===== src/rtl/pior_pkg.sv =====
// constants, register offsets and field layouts of the peripheral register area.
// assumes a cpu core that issues 1-, 4- and 8-bit accesses on 12-bit addresses.
//
// Contract
// RL1 - the status word takes 1-bit and 4-bit reads and writes, but an 8-bit access only reads it.
// RL2 - the second edge mode register keeps only bit 0 and reads its upper three bits as zero.
// RL3 - the third edge mode register keeps bits 1 and 0 and reads its upper two bits as zero.
// RL4 - the global enable and disable instructions touch only bit 3 of the priority register.
// RL5 - the standby instructions may set bits 3 and 2 of the clock control register one by one.
// RL6 - each interrupt source has one enable flag and one request flag, each readable and writable alone.
// RL7 - the counter 1 output enable flag is write-only and set or cleared by single-bit writes.
// RL8 - read/write locations return their value, read-only ones ignore writes, write-only ones read zero.
// RL9 - unmapped addresses in the area read zero and ignore writes.
package pior_pkg;
    typedef enum logic [2:0] {
        PIOR_SZ_BIT = 3'b001,
        PIOR_SZ_NIB = 3'b010,
        PIOR_SZ_BYTE = 3'b100
    } pior_size_type;

    localparam logic [11:0] PIOR_AREA_LO = 12'hf80;
    localparam logic [11:0] PIOR_OFS_CNT1_OE = 12'hfaa;
    localparam logic [11:0] PIOR_OFS_STATUS = 12'hfb0;
    localparam logic [11:0] PIOR_OFS_PRIO = 12'hfb2;
    localparam logic [11:0] PIOR_OFS_CLKCTL = 12'hfb3;
    localparam logic [11:0] PIOR_OFS_EDGE0 = 12'hfb4;
    localparam logic [11:0] PIOR_OFS_EDGE1 = 12'hfb5;
    localparam logic [11:0] PIOR_OFS_EDGE2 = 12'hfb6;
    localparam logic [11:0] PIOR_OFS_IRQA = 12'hfb8;
    localparam logic [11:0] PIOR_OFS_IRQE = 12'hfba;
    localparam logic [11:0] PIOR_OFS_IRQF = 12'hfbd;
    localparam logic [11:0] PIOR_OFS_IRQG = 12'hfbe;
    localparam logic [11:0] PIOR_OFS_IRQH = 12'hfbf;
    localparam logic [11:0] PIOR_OFS_BITSEQ0 = 12'hfc0;
    localparam logic [11:0] PIOR_OFS_CLKOUT = 12'hfd0;
    localparam logic [11:0] PIOR_OFS_PUA = 12'hfdc;
    localparam logic [11:0] PIOR_OFS_PUB = 12'hfde;
    localparam logic [11:0] PIOR_OFS_SER_MODE = 12'hfe0;
    localparam logic [11:0] PIOR_OFS_SBUS_CTRL = 12'hfe2;
    localparam logic [11:0] PIOR_OFS_SHIFT = 12'hfe4;
    localparam logic [11:0] PIOR_OFS_SLV_ADDR = 12'hfe6;
    localparam logic [11:0] PIOR_OFS_PMA = 12'hfe8;
    localparam logic [11:0] PIOR_OFS_PMB = 12'hfec;
    localparam logic [11:0] PIOR_OFS_PMC = 12'hfee;
    localparam logic [11:0] PIOR_OFS_PDATA0 = 12'hff0;
    localparam logic [11:0] PIOR_OFS_PDATA1 = 12'hff1;
    localparam logic [11:0] PIOR_OFS_PDATA2 = 12'hff2;
    localparam logic [11:0] PIOR_OFS_PDATA3 = 12'hff3;
    localparam logic [11:0] PIOR_OFS_PDATA5 = 12'hff5;
    localparam logic [11:0] PIOR_OFS_PDATA6 = 12'hff6;
    localparam logic [11:0] PIOR_OFS_PDATA7 = 12'hff7;
    localparam logic [11:0] PIOR_OFS_PDATA8 = 12'hff8;

    localparam logic [3:0] PIOR_EDGE1_MASK = 4'h1;
    localparam logic [3:0] PIOR_EDGE2_MASK = 4'h3;
    localparam logic [3:0] PIOR_NIB_ONES = 4'hf;
    localparam logic [3:0] PIOR_NIB_ZERO = 4'h0;
    localparam logic [7:0] PIOR_BYTE_ZERO = 8'h00;
    localparam logic [3:0] PIOR_NIB_RESET = 4'h0;
    localparam logic [7:0] PIOR_BYTE_RESET = 8'h00;
    localparam int PIOR_PRIO_GIE_BIT = 3;
    localparam int PIOR_CLK_STOP_BIT = 3;
    localparam int PIOR_CLK_HALT_BIT = 2;
    localparam int PIOR_NUM_NIB = 4096;
endpackage


===== src/rtl/pior_acc_if.sv =====
// access carrier between the register bank and its lane merge helper.
// assumes one access per clock, decoded by the top module.
`timescale 1ns/100ps
interface pior_acc_if;
    import pior_pkg::*;
    logic [3:0] old_nib;
    logic [1:0] bit_sel;
    logic bit_val;
    logic [3:0] nib_val;
    pior_size_type size;
    logic [3:0] new_nib;
    modport bank (output old_nib, output bit_sel, output bit_val, output nib_val, output size, input new_nib);
    modport merge (input old_nib, input bit_sel, input bit_val, input nib_val, input size, output new_nib);
endinterface


===== src/rtl/pior_nib_merge.sv =====
// merges a 1-bit or 4-bit write into one stored nibble.
// assumes the caller only uses the result on a write to that nibble.
`timescale 1ns/100ps
module pior_nib_merge
    import pior_pkg::*;
(
    pior_acc_if.merge acc
);
    always_comb begin
        acc.new_nib = acc.old_nib;
        case (acc.size)
            PIOR_SZ_BIT: acc.new_nib[acc.bit_sel] = acc.bit_val;
            PIOR_SZ_NIB: acc.new_nib = acc.nib_val;
            default: acc.new_nib = acc.old_nib;
        endcase
    end
endmodule


===== src/rtl/pior_bank.sv =====
// peripheral register bank: storage, access rules and read mux of the i/o area.
// assumes the cpu holds addr/size/data stable while wr_i or rd_i is high for one cycle.
// 8-bit accesses use the even address; byte [3:0] is that nibble, [7:4] the next.
`timescale 1ns/100ps
module pior_bank
    import pior_pkg::*;
(
    input wire logic ref_clk_i,
    input wire logic reset_i,
    input wire logic [11:0] addr_i,
    input wire logic [2:0] size_i,
    input wire logic [1:0] bit_sel_i,
    input wire logic [7:0] wdata_i,
    input wire logic wr_i,
    input wire logic rd_i,
    input wire logic global_irq_enable_instr_i,
    input wire logic global_irq_disable_instr_i,
    input wire logic stop_instr_i,
    input wire logic halt_instr_i,
    input wire logic [3:0] port_data0_pins_i,
    input wire logic [3:0] port_data1_pins_i,
    input wire logic [3:0] status_flags_hi_i,
    output logic [7:0] rdata_o,
    output logic rvalid_o,
    output logic [3:0] interrupt_priority_select_o,
    output logic [3:0] processor_clock_control_o,
    output logic [3:0] status_word_lo_o,
    output logic counter1_output_enable_o,
    output logic [19:0] irq_flags_o
);
    // nibble storage indexed by (addr - 0xf80); only mapped slots are written
    localparam int NSLOT = 128;
    logic [3:0] nib_reg [NSLOT];
    logic cnt1_oe_reg;
    logic [7:0] rdata_reg;
    logic rvalid_reg;
    logic [3:0] merged;
    logic [6:0] idx;
    logic [3:0] rd_lo;
    logic [3:0] rd_hi;
    pior_size_type sz;

    pior_acc_if acc();
    pior_nib_merge u_merge (.acc(acc));

    function automatic logic [6:0] slot(input logic [11:0] a);
        logic [11:0] d;
        d = a - PIOR_AREA_LO;
        return d[6:0];
    endfunction

    // readable-and-writable nibble slot check
    function automatic logic is_rw(input logic [11:0] a);
        case (a)
            PIOR_OFS_STATUS, PIOR_OFS_PRIO, PIOR_OFS_CLKCTL, PIOR_OFS_EDGE0, PIOR_OFS_EDGE1, PIOR_OFS_EDGE2,
            PIOR_OFS_IRQA, PIOR_OFS_IRQE, PIOR_OFS_IRQF, PIOR_OFS_IRQG, PIOR_OFS_IRQH,
            PIOR_OFS_BITSEQ0, PIOR_OFS_BITSEQ0 + 12'h001, PIOR_OFS_BITSEQ0 + 12'h002, PIOR_OFS_BITSEQ0 + 12'h003,
            PIOR_OFS_CLKOUT, PIOR_OFS_PDATA2, PIOR_OFS_PDATA3, PIOR_OFS_PDATA5, PIOR_OFS_PDATA6,
            PIOR_OFS_PDATA7, PIOR_OFS_PDATA8,
            PIOR_OFS_PUA, PIOR_OFS_PUA + 12'h001, PIOR_OFS_PUB, PIOR_OFS_PUB + 12'h001,
            PIOR_OFS_SHIFT, PIOR_OFS_SHIFT + 12'h001, PIOR_OFS_SLV_ADDR, PIOR_OFS_SLV_ADDR + 12'h001,
            PIOR_OFS_PMA, PIOR_OFS_PMA + 12'h001, PIOR_OFS_PMB, PIOR_OFS_PMB + 12'h001,
            PIOR_OFS_PMC, PIOR_OFS_PMC + 12'h001: return 1'b1;
            default: return 1'b0;
        endcase
    endfunction

    function automatic logic is_wo(input logic [11:0] a);
        case (a)
            PIOR_OFS_SER_MODE, PIOR_OFS_SER_MODE + 12'h001, PIOR_OFS_SBUS_CTRL: return 1'b1;
            default: return 1'b0;
        endcase
    endfunction

    function automatic logic [3:0] keep_mask(input logic [11:0] a);
        case (a)
            PIOR_OFS_EDGE1: return PIOR_EDGE1_MASK;
            PIOR_OFS_EDGE2: return PIOR_EDGE2_MASK;
            default: return PIOR_NIB_ONES;
        endcase
    endfunction

    // value seen by a read of one nibble
    function automatic logic [3:0] rd_nib(input logic [11:0] a, input logic [3:0] stored,
                                          input logic [3:0] p0, input logic [3:0] p1);
        if (a == PIOR_OFS_PDATA0) begin
            return p0;
        end else if (a == PIOR_OFS_PDATA1) begin
            return p1;
        end else if (is_rw(a)) begin
            return stored & keep_mask(a);
        end
        return PIOR_NIB_ZERO;
    endfunction

    assign sz = pior_size_type'(size_i);
    assign idx = slot(addr_i);
    assign acc.old_nib = nib_reg[idx];
    assign acc.bit_sel = bit_sel_i;
    assign acc.bit_val = wdata_i[0];
    assign acc.nib_val = wdata_i[3:0];
    assign acc.size = sz;
    assign merged = acc.new_nib & keep_mask(addr_i);

    // per-slot storage; write rules resolve inside the decode
    generate
        for (genvar g = 0; g < NSLOT; g++) begin : g_slot
            localparam logic [11:0] A = PIOR_AREA_LO + 12'(g);
            localparam logic [11:0] AE = {A[11:1], 1'b0};
            always_ff @(posedge ref_clk_i) begin
                if (reset_i) begin
                    nib_reg[g] <= PIOR_NIB_RESET;
                end else if (A == PIOR_OFS_PRIO && (global_irq_enable_instr_i || global_irq_disable_instr_i)) begin
                    // RL4 enable bit only
                    nib_reg[g][PIOR_PRIO_GIE_BIT] <= global_irq_enable_instr_i;
                end else if (A == PIOR_OFS_CLKCTL && (stop_instr_i || halt_instr_i)) begin
                    // RL5 standby bit sets
                    if (stop_instr_i) begin
                        nib_reg[g][PIOR_CLK_STOP_BIT] <= 1'b1;
                    end
                    if (halt_instr_i) begin
                        nib_reg[g][PIOR_CLK_HALT_BIT] <= 1'b1;
                    end
                end else if (wr_i && (is_rw(A) || is_wo(A))) begin
                    // RL1 status byte writes ignored
                    if (sz == PIOR_SZ_BYTE && A != PIOR_OFS_STATUS && A != PIOR_OFS_STATUS + 12'h001) begin
                        if (addr_i == AE && A != AE + 12'h001) begin
                            nib_reg[g] <= wdata_i[3:0];
                        end else if (addr_i == AE && A == AE + 12'h001) begin
                            nib_reg[g] <= wdata_i[7:4];
                        end
                    end else if (sz != PIOR_SZ_BYTE && addr_i == A) begin
                        // RL2 RL3 RL6 masked nibble and bit writes
                        nib_reg[g] <= merged;
                    end
                end
            end
        end
    endgenerate

    // RL7 write-only single-bit flag
    always_ff @(posedge ref_clk_i) begin
        if (reset_i) begin
            cnt1_oe_reg <= 1'b0;
        end else if (wr_i && sz == PIOR_SZ_BIT && addr_i == PIOR_OFS_CNT1_OE) begin
            cnt1_oe_reg <= wdata_i[0];
        end
    end

    // value of the addressed nibble and of the one above it
    assign rd_lo = rd_nib(addr_i, nib_reg[idx], port_data0_pins_i, port_data1_pins_i);
    assign rd_hi = rd_nib(addr_i + 12'h001, nib_reg[7'(idx + 7'h01)], port_data0_pins_i, port_data1_pins_i);

    // RL8 RL9 read mux, write-only and unmapped read zero
    always_ff @(posedge ref_clk_i) begin
        if (reset_i) begin
            rdata_reg <= PIOR_BYTE_ZERO;
            rvalid_reg <= 1'b0;
        end else begin
            rvalid_reg <= rd_i;
            if (!rd_i) begin
                rdata_reg <= PIOR_BYTE_ZERO;
            end else if (sz == PIOR_SZ_BYTE && addr_i == PIOR_OFS_STATUS) begin
                // RL1 byte read carries cpu flags
                rdata_reg <= {status_flags_hi_i, rd_lo};
            end else if (sz == PIOR_SZ_BYTE) begin
                rdata_reg <= {rd_hi, rd_lo};
            end else if (sz == PIOR_SZ_BIT) begin
                rdata_reg <= {7'h00, rd_lo[bit_sel_i]};
            end else begin
                rdata_reg <= {PIOR_NIB_ZERO, rd_lo};
            end
        end
    end

    assign rdata_o = rdata_reg;
    assign rvalid_o = rvalid_reg;
    assign interrupt_priority_select_o = nib_reg[slot(PIOR_OFS_PRIO)];
    assign processor_clock_control_o = nib_reg[slot(PIOR_OFS_CLKCTL)];
    assign status_word_lo_o = nib_reg[slot(PIOR_OFS_STATUS)];
    assign counter1_output_enable_o = cnt1_oe_reg;
    assign irq_flags_o = {nib_reg[slot(PIOR_OFS_IRQH)], nib_reg[slot(PIOR_OFS_IRQG)],
                          nib_reg[slot(PIOR_OFS_IRQF)], nib_reg[slot(PIOR_OFS_IRQE)],
                          nib_reg[slot(PIOR_OFS_IRQA)]};

    chk_status_byte_ro: assert property (@(posedge ref_clk_i) disable iff (reset_i)
        (wr_i && sz == PIOR_SZ_BYTE && addr_i == PIOR_OFS_STATUS) |=> $stable(status_word_lo_o)) // RL1
        else $error("status word changed by byte write");
    chk_edge1_upper_zero: assert property (@(posedge ref_clk_i) disable iff (reset_i)
        (rd_i && sz == PIOR_SZ_NIB && addr_i == PIOR_OFS_EDGE1) |=> rdata_o[3:1] == 3'h0) // RL2
        else $error("edge mode 1 upper bits not zero");
    chk_edge2_upper_zero: assert property (@(posedge ref_clk_i) disable iff (reset_i)
        (rd_i && sz == PIOR_SZ_NIB && addr_i == PIOR_OFS_EDGE2) |=> rdata_o[3:2] == 2'h0) // RL3
        else $error("edge mode 2 upper bits not zero");
    chk_gie_only_top: assert property (@(posedge ref_clk_i) disable iff (reset_i)
        global_irq_enable_instr_i |=> interrupt_priority_select_o[3] && $stable(interrupt_priority_select_o[2:0])) // RL4
        else $error("enable instruction touched wrong bits");
    chk_stop_sets_clk: assert property (@(posedge ref_clk_i) disable iff (reset_i)
        stop_instr_i |=> processor_clock_control_o[3]) // RL5
        else $error("stop did not set clock control bit 3");
    chk_irq_bit_write: assert property (@(posedge ref_clk_i) disable iff (reset_i)
        (wr_i && sz == PIOR_SZ_BIT && addr_i == PIOR_OFS_IRQA) |=> irq_flags_o[$past(bit_sel_i)] == $past(wdata_i[0])) // RL6
        else $error("irq flag bit write lost");
    chk_oe_bit_write: assert property (@(posedge ref_clk_i) disable iff (reset_i)
        (wr_i && sz == PIOR_SZ_BIT && addr_i == PIOR_OFS_CNT1_OE) |=> counter1_output_enable_o == $past(wdata_i[0])) // RL7
        else $error("output enable flag not written");
    chk_wo_reads_zero: assert property (@(posedge ref_clk_i) disable iff (reset_i)
        (rd_i && addr_i == PIOR_OFS_SBUS_CTRL) |=> rvalid_o && rdata_o == 8'h00) // RL8
        else $error("write-only location returned data");
    chk_unmapped_zero: assert property (@(posedge ref_clk_i) disable iff (reset_i)
        (rd_i && sz == PIOR_SZ_NIB && addr_i == PIOR_OFS_STATUS + 12'h001) |=> rdata_o == 8'h00) // RL9
        else $error("unmapped read not zero");
    cov_status_byte_read: cover property (@(posedge ref_clk_i) rd_i && sz == PIOR_SZ_BYTE && addr_i == PIOR_OFS_STATUS);
    cov_enable_then_disable: cover property (@(posedge ref_clk_i)
        global_irq_enable_instr_i ##1 global_irq_disable_instr_i);
    cov_halt: cover property (@(posedge ref_clk_i) halt_instr_i);
endmodule


===== config.mk =====
export PLATFORM = sky130hd
export DESIGN_NAME = pior_bank
export DESIGN_NICKNAME = d
export VERILOG_FILES = /design/src/rtl/pior_pkg.sv /design/src/rtl/pior_acc_if.sv /design/src/rtl/pior_nib_merge.sv /design/src/rtl/pior_bank.sv
export SDC_FILE = /design/constraint.sdc
export NUM_CORES = 1
export LEC_CHECK = 0
export BUFFER_PORTS_ARGS = -buffer_cell sky130_fd_sc_hd__clkbuf_2
export CAP_MARGIN = 20
export CORE_MARGIN = 1.5
export CORE_UTILIZATION = 56
export DETAILED_ROUTE_END_ITERATION = 8
export GPL_TIMING_DRIVEN = 0
export PLACE_DENSITY = 0.88
export SYNTH_ARGS = -nofsm -noshare
export SYNTH_HDL_FRONTEND = slang
export SYNTH_SLANG_ARGS = --single-unit

===== constraint.sdc =====
create_clock -name ref_clk_i -period 3.2 [get_ports ref_clk_i]
set_clock_uncertainty 0.05 [all_clocks]
set_input_delay 0.16 -clock ref_clk_i [delete_from_list [all_inputs] [get_ports ref_clk_i]]
set_output_delay 0.16 -clock ref_clk_i [all_outputs]
set_load 0.02 [all_outputs]

Yosys cells after proc, flatten, opt, wreduce, memory -nomap -nowiden
Memories as Yosys holds them, arrays and structs flattened.
Cells that the tools add are included.
W data, S select, Z words.
Operators by class
  $add $sub $neg: 3
  magnitude comparators: 2
  equal/unequal tests: 86
  muxes and demuxes: 451
  bitwise operators: 90
  reductions and logical operators: 48
Operator list (count)
  $eq A12 B12 Y1 const B: 82
  $mux W4: 88
  $mux W1: 351
  $or A1 B1 Y1: 86
  $reduce_or A36 Y1: 2
  $logic_and A1 B1 Y1: 43
  $pmux W4 S2: 3
  $mux W8: 2
  $add A12 B1 Y12 const B: 1
  $and A4 B4 Y4: 3
  $add A7 B1 Y7 const B: 1
  $sub A7 B1 Y7 const B: 1
  $mux W3: 2
  $bwmux W4: 1
  $mux W2: 2
  $eq A3 B1 Y1 const B: 1
  $eq A3 B2 Y1 const B: 1
  $eq A3 B3 Y1 const B: 1
  $lt A2 B3 Y1 const B: 1
  $ne A3 B3 Y1 const B: 1
  $bmux W1 S2: 1
  $demux W1 S2: 1
  $ge A2 B1 Y1 const B: 1
  $logic_or A1 B1 Y1: 2
  other kinds (2): 2
Word-level totals
  register bits after elaboration: 10
  bits in writable memories: 512
  bits of input ports: 45
  output and inout bits: 42
  logic and storage cells: 684
  memories kept: 1
Memory list
  nib_reg: words 128, width 4, read ports 10, clocked after memory_dff 0, wr ports 128, line pior_bank.sv:33  | logic [3:0] nib_reg [NSLOT];

Depth between registers and ports, before layout
Gate-level depths: netlist of the first run.
  word-level depth: 18
  depth in mapped cells: 17
  gate-level depth less buffers: 10

Hierarchy
A second synthesis of the first run with hierarchy kept.
Second synthesis, totals
  cells, all modules: 1208
  area total of the unflattened synthesis: 11931.4 um^2
Modules (own cells, without submodules)
  pior_bank: instances 1, cells an instance 1178, area each 11737.5 um^2, seq. area each 4884.7 um^2
  pior_nib_merge: instances 1, cells an instance 30, area each 193.9 um^2, seq. area each 0.0 um^2

Worst setup path before layout of the first run
OpenSTA, ideal clock, no wires.
  path kind: input to register
  from: in addr_i[0]
  to: reg rdata_reg[7], in the netlist rdata_o[7]
  setup time: 0.130 ns
  arrival: 2.870 ns
  data required time: 3.020 ns
  slack: 0.149 ns
  stages: 15
  path buffers: 6
  cell sequence: buf_4 -> buf_6 -> inv_1 -> buf_2 -> ha_1 -> buf_2 -> buf_2 -> buf_2 -> mux2i_1 -> o21ai_0 -> a221o_1 -> o31ai_1 -> o21ai_0 -> a211oi_2 -> o31ai_2
Between the ends
  longest elaborated chain between the ends: 13
  elaborated cells on any way between the ends: 62
  classes of those cells: add/sub (3); eq/ne (39); mux (16); bitwise (1); reduce/logical (2); memory (1)
RTL lines
  from (decl): line pior_bank.sv:10  | input wire logic [11:0] addr_i,
  parallel branches: the longest is 12 deep, another holds $sub A7 B1 Y7
  $mux W8 *: line pior_bank.sv:163  | end else if (sz == PIOR_SZ_BYTE && addr_i == PIOR_OFS_STATUS) begin
  to (signal assigned): line pior_bank.sv:165  | rdata_reg <= {status_flags_hi_i, rd_lo};
  to (signal assigned): line pior_bank.sv:167  | rdata_reg <= {rd_hi, rd_lo};
  to (signal assigned): line pior_bank.sv:169  | rdata_reg <= {7'h00, rd_lo[bit_sel_i]};
  to (decl): line pior_bank.sv:35  | logic [7:0] rdata_reg;
Mark *: on every way between the ends. The select of a mux whose other input is x is not followed.
A chain may end at the register's enable or synchronous reset.

==> results of run 1 <==
report_power, final:
group / leakage, nW / internal, W / switching, W
Sequential: 1.69 / 0.00244 / 0.0000841
Combinational: 2.59 / 0.000399 / 0.000808
Clock: 0.293 / 0.00106 / 0.00117
Total: 4.57 / 0.00390 / 0.00206
through the flow:
stage	power [W]	TNS, ns	cell area, sq um	setup WS, ns	instances
2_1_floorplan	0.00315	0	11700	0.149	1177
3_3_place_gp	0.00358	-123.35	12400	-1.66	1527
3_5_place_dp	0.00359	-129.31	12400	-1.63	1527
4_1_cts	0.00574	0	13300	0.00602	1571
5_1_grt	0.00597	-0.000188	13500	-0.000188	1576
6_report	0.00596	-1.37	13500	-0.159	1577
what timing repair did:
action / CTS / global route
buffers inserted: 4 / 5
endpoints found under the hold margin: 9 / 0
resized for setup: 37 / 36
hold buffers: 10 / 0
setup endpoints to repair: 152 / 196
pin swaps: 5 / 5
gates cloned: 0 / 1
final timing paths:
kind | from | end | slack, ns | cells past startpoint
setup reg to reg | nib_reg[54][3] | nib_reg[110][3] | -0.16 | 9
hold reg to reg | counter1_output_enable_o | counter1_output_enable_o | 0.53 | 2
hold / removal | port_data0_pins_i[1] | rdata_o[1] | -0.02 | 3
setup / recovery | nib_reg[54][3] | nib_reg[110][3] | -0.16 | 9
worst register-to-register path, delay by kind of cell (launching register included):
family / cells / cell delay (ns)
buffers and inverters: 1 / 0.17
DFF: 1 / 0.52
muxes: 1 / 0.33
AOI/OAI and AO/OA: 5 / 1.64
and+or+nand+nor: 2 / 0.38
routing by layer:
metal,global-route usage,share of wire,vias to the layer above
met5,0,0,-
met4,0.355,0.096,0
met3,0.223,0.18,463
met2,0.756,0.41,1541
met1,0.640,0.32,5770
li1,-,-,4829
synthesized netlist by cell type (11+ instances only):
| cell | instances |
|---|---|
| o211ai_1 | 24 |
| o21ai_0 | 91 |
| a221oi_1 | 21 |
| buf_6 | 13 |
| nor2_1 | 127 |
| nand3_1 | 43 |
| mux4_2 | 31 |
| a22o_1 | 23 |
| a22oi_1 | 15 |
| mux2i_1 | 35 |
| o31ai_1 | 17 |
| inv_1 | 15 |
| mux2_2 | 26 |
| a21oi_1 | 30 |
| nor3_1 | 26 |
| nor4_1 | 11 |
| buf_2 | 33 |
| edfxtp_1 | 156 |
| nand2_1 | 137 |
| clkbuf_1 | 32 |
| o22ai_1 | 23 |
| and2_1 | 12 |
cell families after synthesis:
logic type                 count (synthesis)  synth area share
xor gates and xnor gates                   9           0.00676
buffers and inverters                    110            0.0503
DFF                                      166             0.419
and+or+nand+nor                          441             0.182
AOI/OAI and AO/OA                        352             0.218
muxes                                     94             0.119
adders and majority gates                  5           0.00537
layout make-up:
class                           count  area (sq um)  share of cell area
Multi-Input combinational cell    901          6400               0.474
Timing Repair Buffer              101           631              0.0467
Inverter                           19          75.1             0.00556
Buffer                             87           573              0.0424
Tap cell                          270           338              0.0250
Clock buffer                       17           425              0.0315
Antenna cell                        1          2.50            0.000185
Clock inverter                     15           181              0.0134
Sequential cell                   166          4880               0.362
==> impl_metrics.toml, run 1 <==
[global_routing]
grt_pass1_vias = 11817
grt_max_degree = 20
grt_overflow = 0
track_usage = 0.525
grt_pass1_wl_um = 80100
grt_antenna_before_repair = 4

[final_layout]
final_util = 0.665
area_delta_synth_final_pct = 15.9
nFillCells = 1571
drive_above_1_share = 0.234
most-common-layout-cells = "edfxtp_1, nand2_1, nor2_1"
nNetsFinal = 1343
final_common_cell = "edfxtp_1"
largest_reg_flops = 156

[timing]
clock.fmax_mhz = 298
tightest_slew_ns = 1.10
setup-violations-final = 30
final_hold_viol_count = 1
slew_violations = 0
layout_setup_ws_ns = -0.159
relSlewSlack = 0.261
period_needed_ns = 3.36
worst_hold_slack_ns = -0.0235
period_share = 1.05

[detailed_routing]
avgRoutedWirePerCell_um = 36.2
drcViolationCount = 0
dr.pass1.iters = 9
avgViaCountPerCell = 7.99
routed_wirelength_um = 57200
vias = 12603
drtIter0Drc = 2478
drtAntennaViolNets = 0

[placement]
place.gp.congestion = 1.12
dp_hpwl_um = 41800
io_buffers = 80

[die]
io_pins = 87
start_util = 0.574
die_h_um = 147
row_count = 52
die_w_um = 147
fp.coreArea_sq_um = 20300
die_area_sq_um = 21700

[min_path]
hold_path.class = "in2reg"

[synthesis]
synth_nets = 1227
synthDistinctLibCells = 98
synth_edf_count = 156
synth.largest_area_cell = "edfxtp_1"
syn_inst = 1177
synth_seq_cells = 166
yosysWarnings = 0
synth_top_area_share = 0.402
seq_area_frac_synth = 0.419
synthFlopType = "edfxtp_1"
async_flop_share = 0
synth.avg_cell_area_sq_um = 9.90
syn-cell-area_sq_um = 11700
synth.area.top_cells = "edfxtp_1, mux4_2, nand2_1"

[worst_setup_path]
path_class = "reg2reg"
crit_path_start_kind = "flip-flop"
crit_buf_inv = 1
critical_path_arrival_ns = 3.48
path_delay_family = "compound AO/OA/AOI/OAI gates"
crit_fanout = 9
cpMaxStageDelayCell = "a22oi_1"
worstPathRequired_ns = 3.32
worstPathCellList = "mux2_2, a221oi_1, or3_1, a21boi_1, a211oi_2, o31ai_4, buf_12, a22oi_1, nor2_1"
slowest_delay_ns = 0.71
endpoint_kind = "flip-flop"

[status]
violations = "negative hold slack, negative setup slack"
status = "finished with violations"

[pwr]
p_per_area_nw_per_um2 = 441
ir_drop_uv = 387
p_leak_nw = 4.57

[clocking]
numCtsBuffers = 17
ctsHtreeMaxLevel = 4
cts_tree = "built"
cts_buffer_depth = 2
insertion_delay_ns = 0.46
cts_root_buffer = "clkbuf_16"
numClockSinks = 166
path_clk_slew_ns = 0.09

[flow_run]
cap_violations = 0
(Power assumes the default switching activity.)
==> run 2, diff against run 1 <==
--- a/config.mk
+++ b/config.mk
@@ -14,2 +14,3 @@
 export PLACE_DENSITY = 0.88
+export REMOVE_ABC_BUFFERS = 1
 export SYNTH_ARGS = -nofsm -noshare
==> constraint.sdc (replaced) <==
create_clock -name ref_clk_i -period 3.2 [get_ports ref_clk_i]
set_clock_uncertainty 0.05 [all_clocks]
set_input_delay 0.48 -clock ref_clk_i [delete_from_list [all_inputs] [get_ports ref_clk_i]]
set_output_delay 0.48 -clock ref_clk_i [all_outputs]
set_load 0.02 [all_outputs]
==> impl_metrics.toml, run 2 (synthesized netlist as in run 1, its figures left out) <==
[worst_setup_path]
crit_fanout = 17
r2r_cells = 7
crit_path_start_kind = "input port"
r2r_end = "nib_reg[96][0]"
endpoint_kind = "flip-flop"
path_class = "in2reg"
r2r-start = "nib_reg[61][0]"
endpoint = "nib_reg[96][0]"
worstPathRequired_ns = 3.32
ff2ff_setup_slack_ns = 0.01
critical_path_arrival_ns = 3.44
worstSetupStartpoint = "addr_i[1]"

[global_routing]
grt_overflow = 0
grt_max_degree = 43
track_usage = 0.433
grt_pass1_wl_um = 68700
grt_pass1_vias = 10984
grt_antenna_before_repair = 1

[timing]
final_hold_viol_count = 0
layout_setup_ws_ns = -0.117
clock.fmax_mhz = 301
relSlewSlack = 0.363
period_needed_ns = 3.32
tightest_slew_ns = 0.948
setup-violations-final = 41
period_share = 1.04
tns_ns = -2.35
slew_violations = 0

[clocking]
ctsHtreeMaxLevel = 4
cts_tree = "built"
insertion_delay_ns = 0.45
numClockSinks = 166
numCtsBuffers = 17
path_clk_slew_ns = 0.07
cts_buffer_depth = 2
cts_root_buffer = "clkbuf_16"

[min_path]
hold_depth = 3
hold_path.class = "in2reg"

[detailed_routing]
drcViolationCount = 17
dr.pass1.iters = 9
avgRoutedWirePerCell_um = 31.8
routed_wirelength_um = 48200
drtAntennaViolNets = 0
drtIter0Drc = 2638
avgViaCountPerCell = 7.94
vias = 12038

[die]
die_h_um = 147
die_w_um = 147
fp.coreArea_sq_um = 20300
row_count = 52
io_pins = 87
start_util = 0.574
die_area_sq_um = 21700

[pwr]
ir_drop_uv = 379
p_leak_nw = 4.49
p_per_area_nw_per_um2 = 424

[final_layout]
final_common_cell = "edfxtp_1"
area_delta_synth_final_pct = 15.0
final_util = 0.661
drive_above_1_share = 0.238
antenna_cells = 0
most-common-layout-cells = "edfxtp_1, nand2_1, nor2_1"
nFillCells = 1543
nNetsFinal = 1284
largest_reg_flops = 156

[flow_run]
cap_violations = 0

[status]
violations = "design-rule violations, negative setup slack"
status = "finished with violations"

[placement]
dp_hpwl_um = 30800
io_buffers = 86
place.gp.congestion = 1.06
run 2: cell count changes in the layout (fill, tap and decap cells not counted), sizes merged, moves of 3 or more:
cell         previous run  this run
bufbuf                  0         3
clkbuf                132       107
clkinv                  9         6
buf                    63        38
dlygate4sd3            10         0
run 2: worst max-delay path: stages:
cell      delay, ns
clkbuf_8       0.24
buf_16         0.22
mux2_2         0.37
a221o_1        0.35
a31oi_1        0.49
o31ai_1        0.27
mux2_4         0.43
a22oi_2        0.49
nor2_1         0.09
run 2: report_power, final:
group          internal (W)  leakage [nW]  switching, W
combinational      0.000405          2.53      0.000759
clock               0.00108         0.271      0.000929
sequential          0.00244          1.69     0.0000607
run 2: layout make-up:
class | instances | area, sq um | area share
Clock buffer | 19 | 433 | 0.0323
Inverter | 19 | 80.1 | 0.00597
Tap cell | 270 | 338 | 0.0252
Multi-Input combinational cell | 901 | 6500 | 0.485
Sequential cell | 166 | 4880 | 0.364
Clock inverter | 13 | 121 | 0.00905
Timing Repair Buffer | 129 | 1050 | 0.0787
run 2: worst min path at each step:
| stage | start | to |
|---|---|---|
| after floorplan | reset_i | counter1_output_enable_o |
| after global placement | counter1_output_enable_o | counter1_output_enable_o |
| after detailed placement | counter1_output_enable_o | counter1_output_enable_o |
| after CTS | status_flags_hi_i[0] | rdata_o[4] |
| after global routing | status_flags_hi_i[0] | rdata_o[4] |
| final | status_flags_hi_i[0] | rdata_o[4] |
run 2: per-layer routing:
metal	GRT usage	part of all wire	vias to the layer above
met2	0.622	0.41	1416
met1	0.546	0.32	5498
met5	0.0455	0.0040	-
met3	0.169	0.18	412
li1	-	-	4704
met4	0.269	0.087	8
run 2: timing repair:
action                     4_1_cts  5_1_grt
setup endpoints to repair      232      134
cloned                           3        2
buffers inserted                20        9
pin swaps                        7        4
gates resized for setup         38       36
hold buffers                     0        0
run 2: per-stage QoR:
stage | setup WS [ns] | hold WS (ns) | cells | area, sq um | total power, W
finish | -0.117 | 0.183 | 1517 | 13400 | 0.00568
global route | -0.145 | 0.197 | 1517 | 13400 | 0.00575
CTS | 0.00965 | 0.182 | 1505 | 13100 | 0.00551
floorplan | -0.445 | 0.502 | 1086 | 11100 | 0.00304
global placement | -4.48 | 0.466 | 1442 | 11900 | 0.00344
detailed placement | -1.70 | 0.462 | 1450 | 12100 | 0.00347
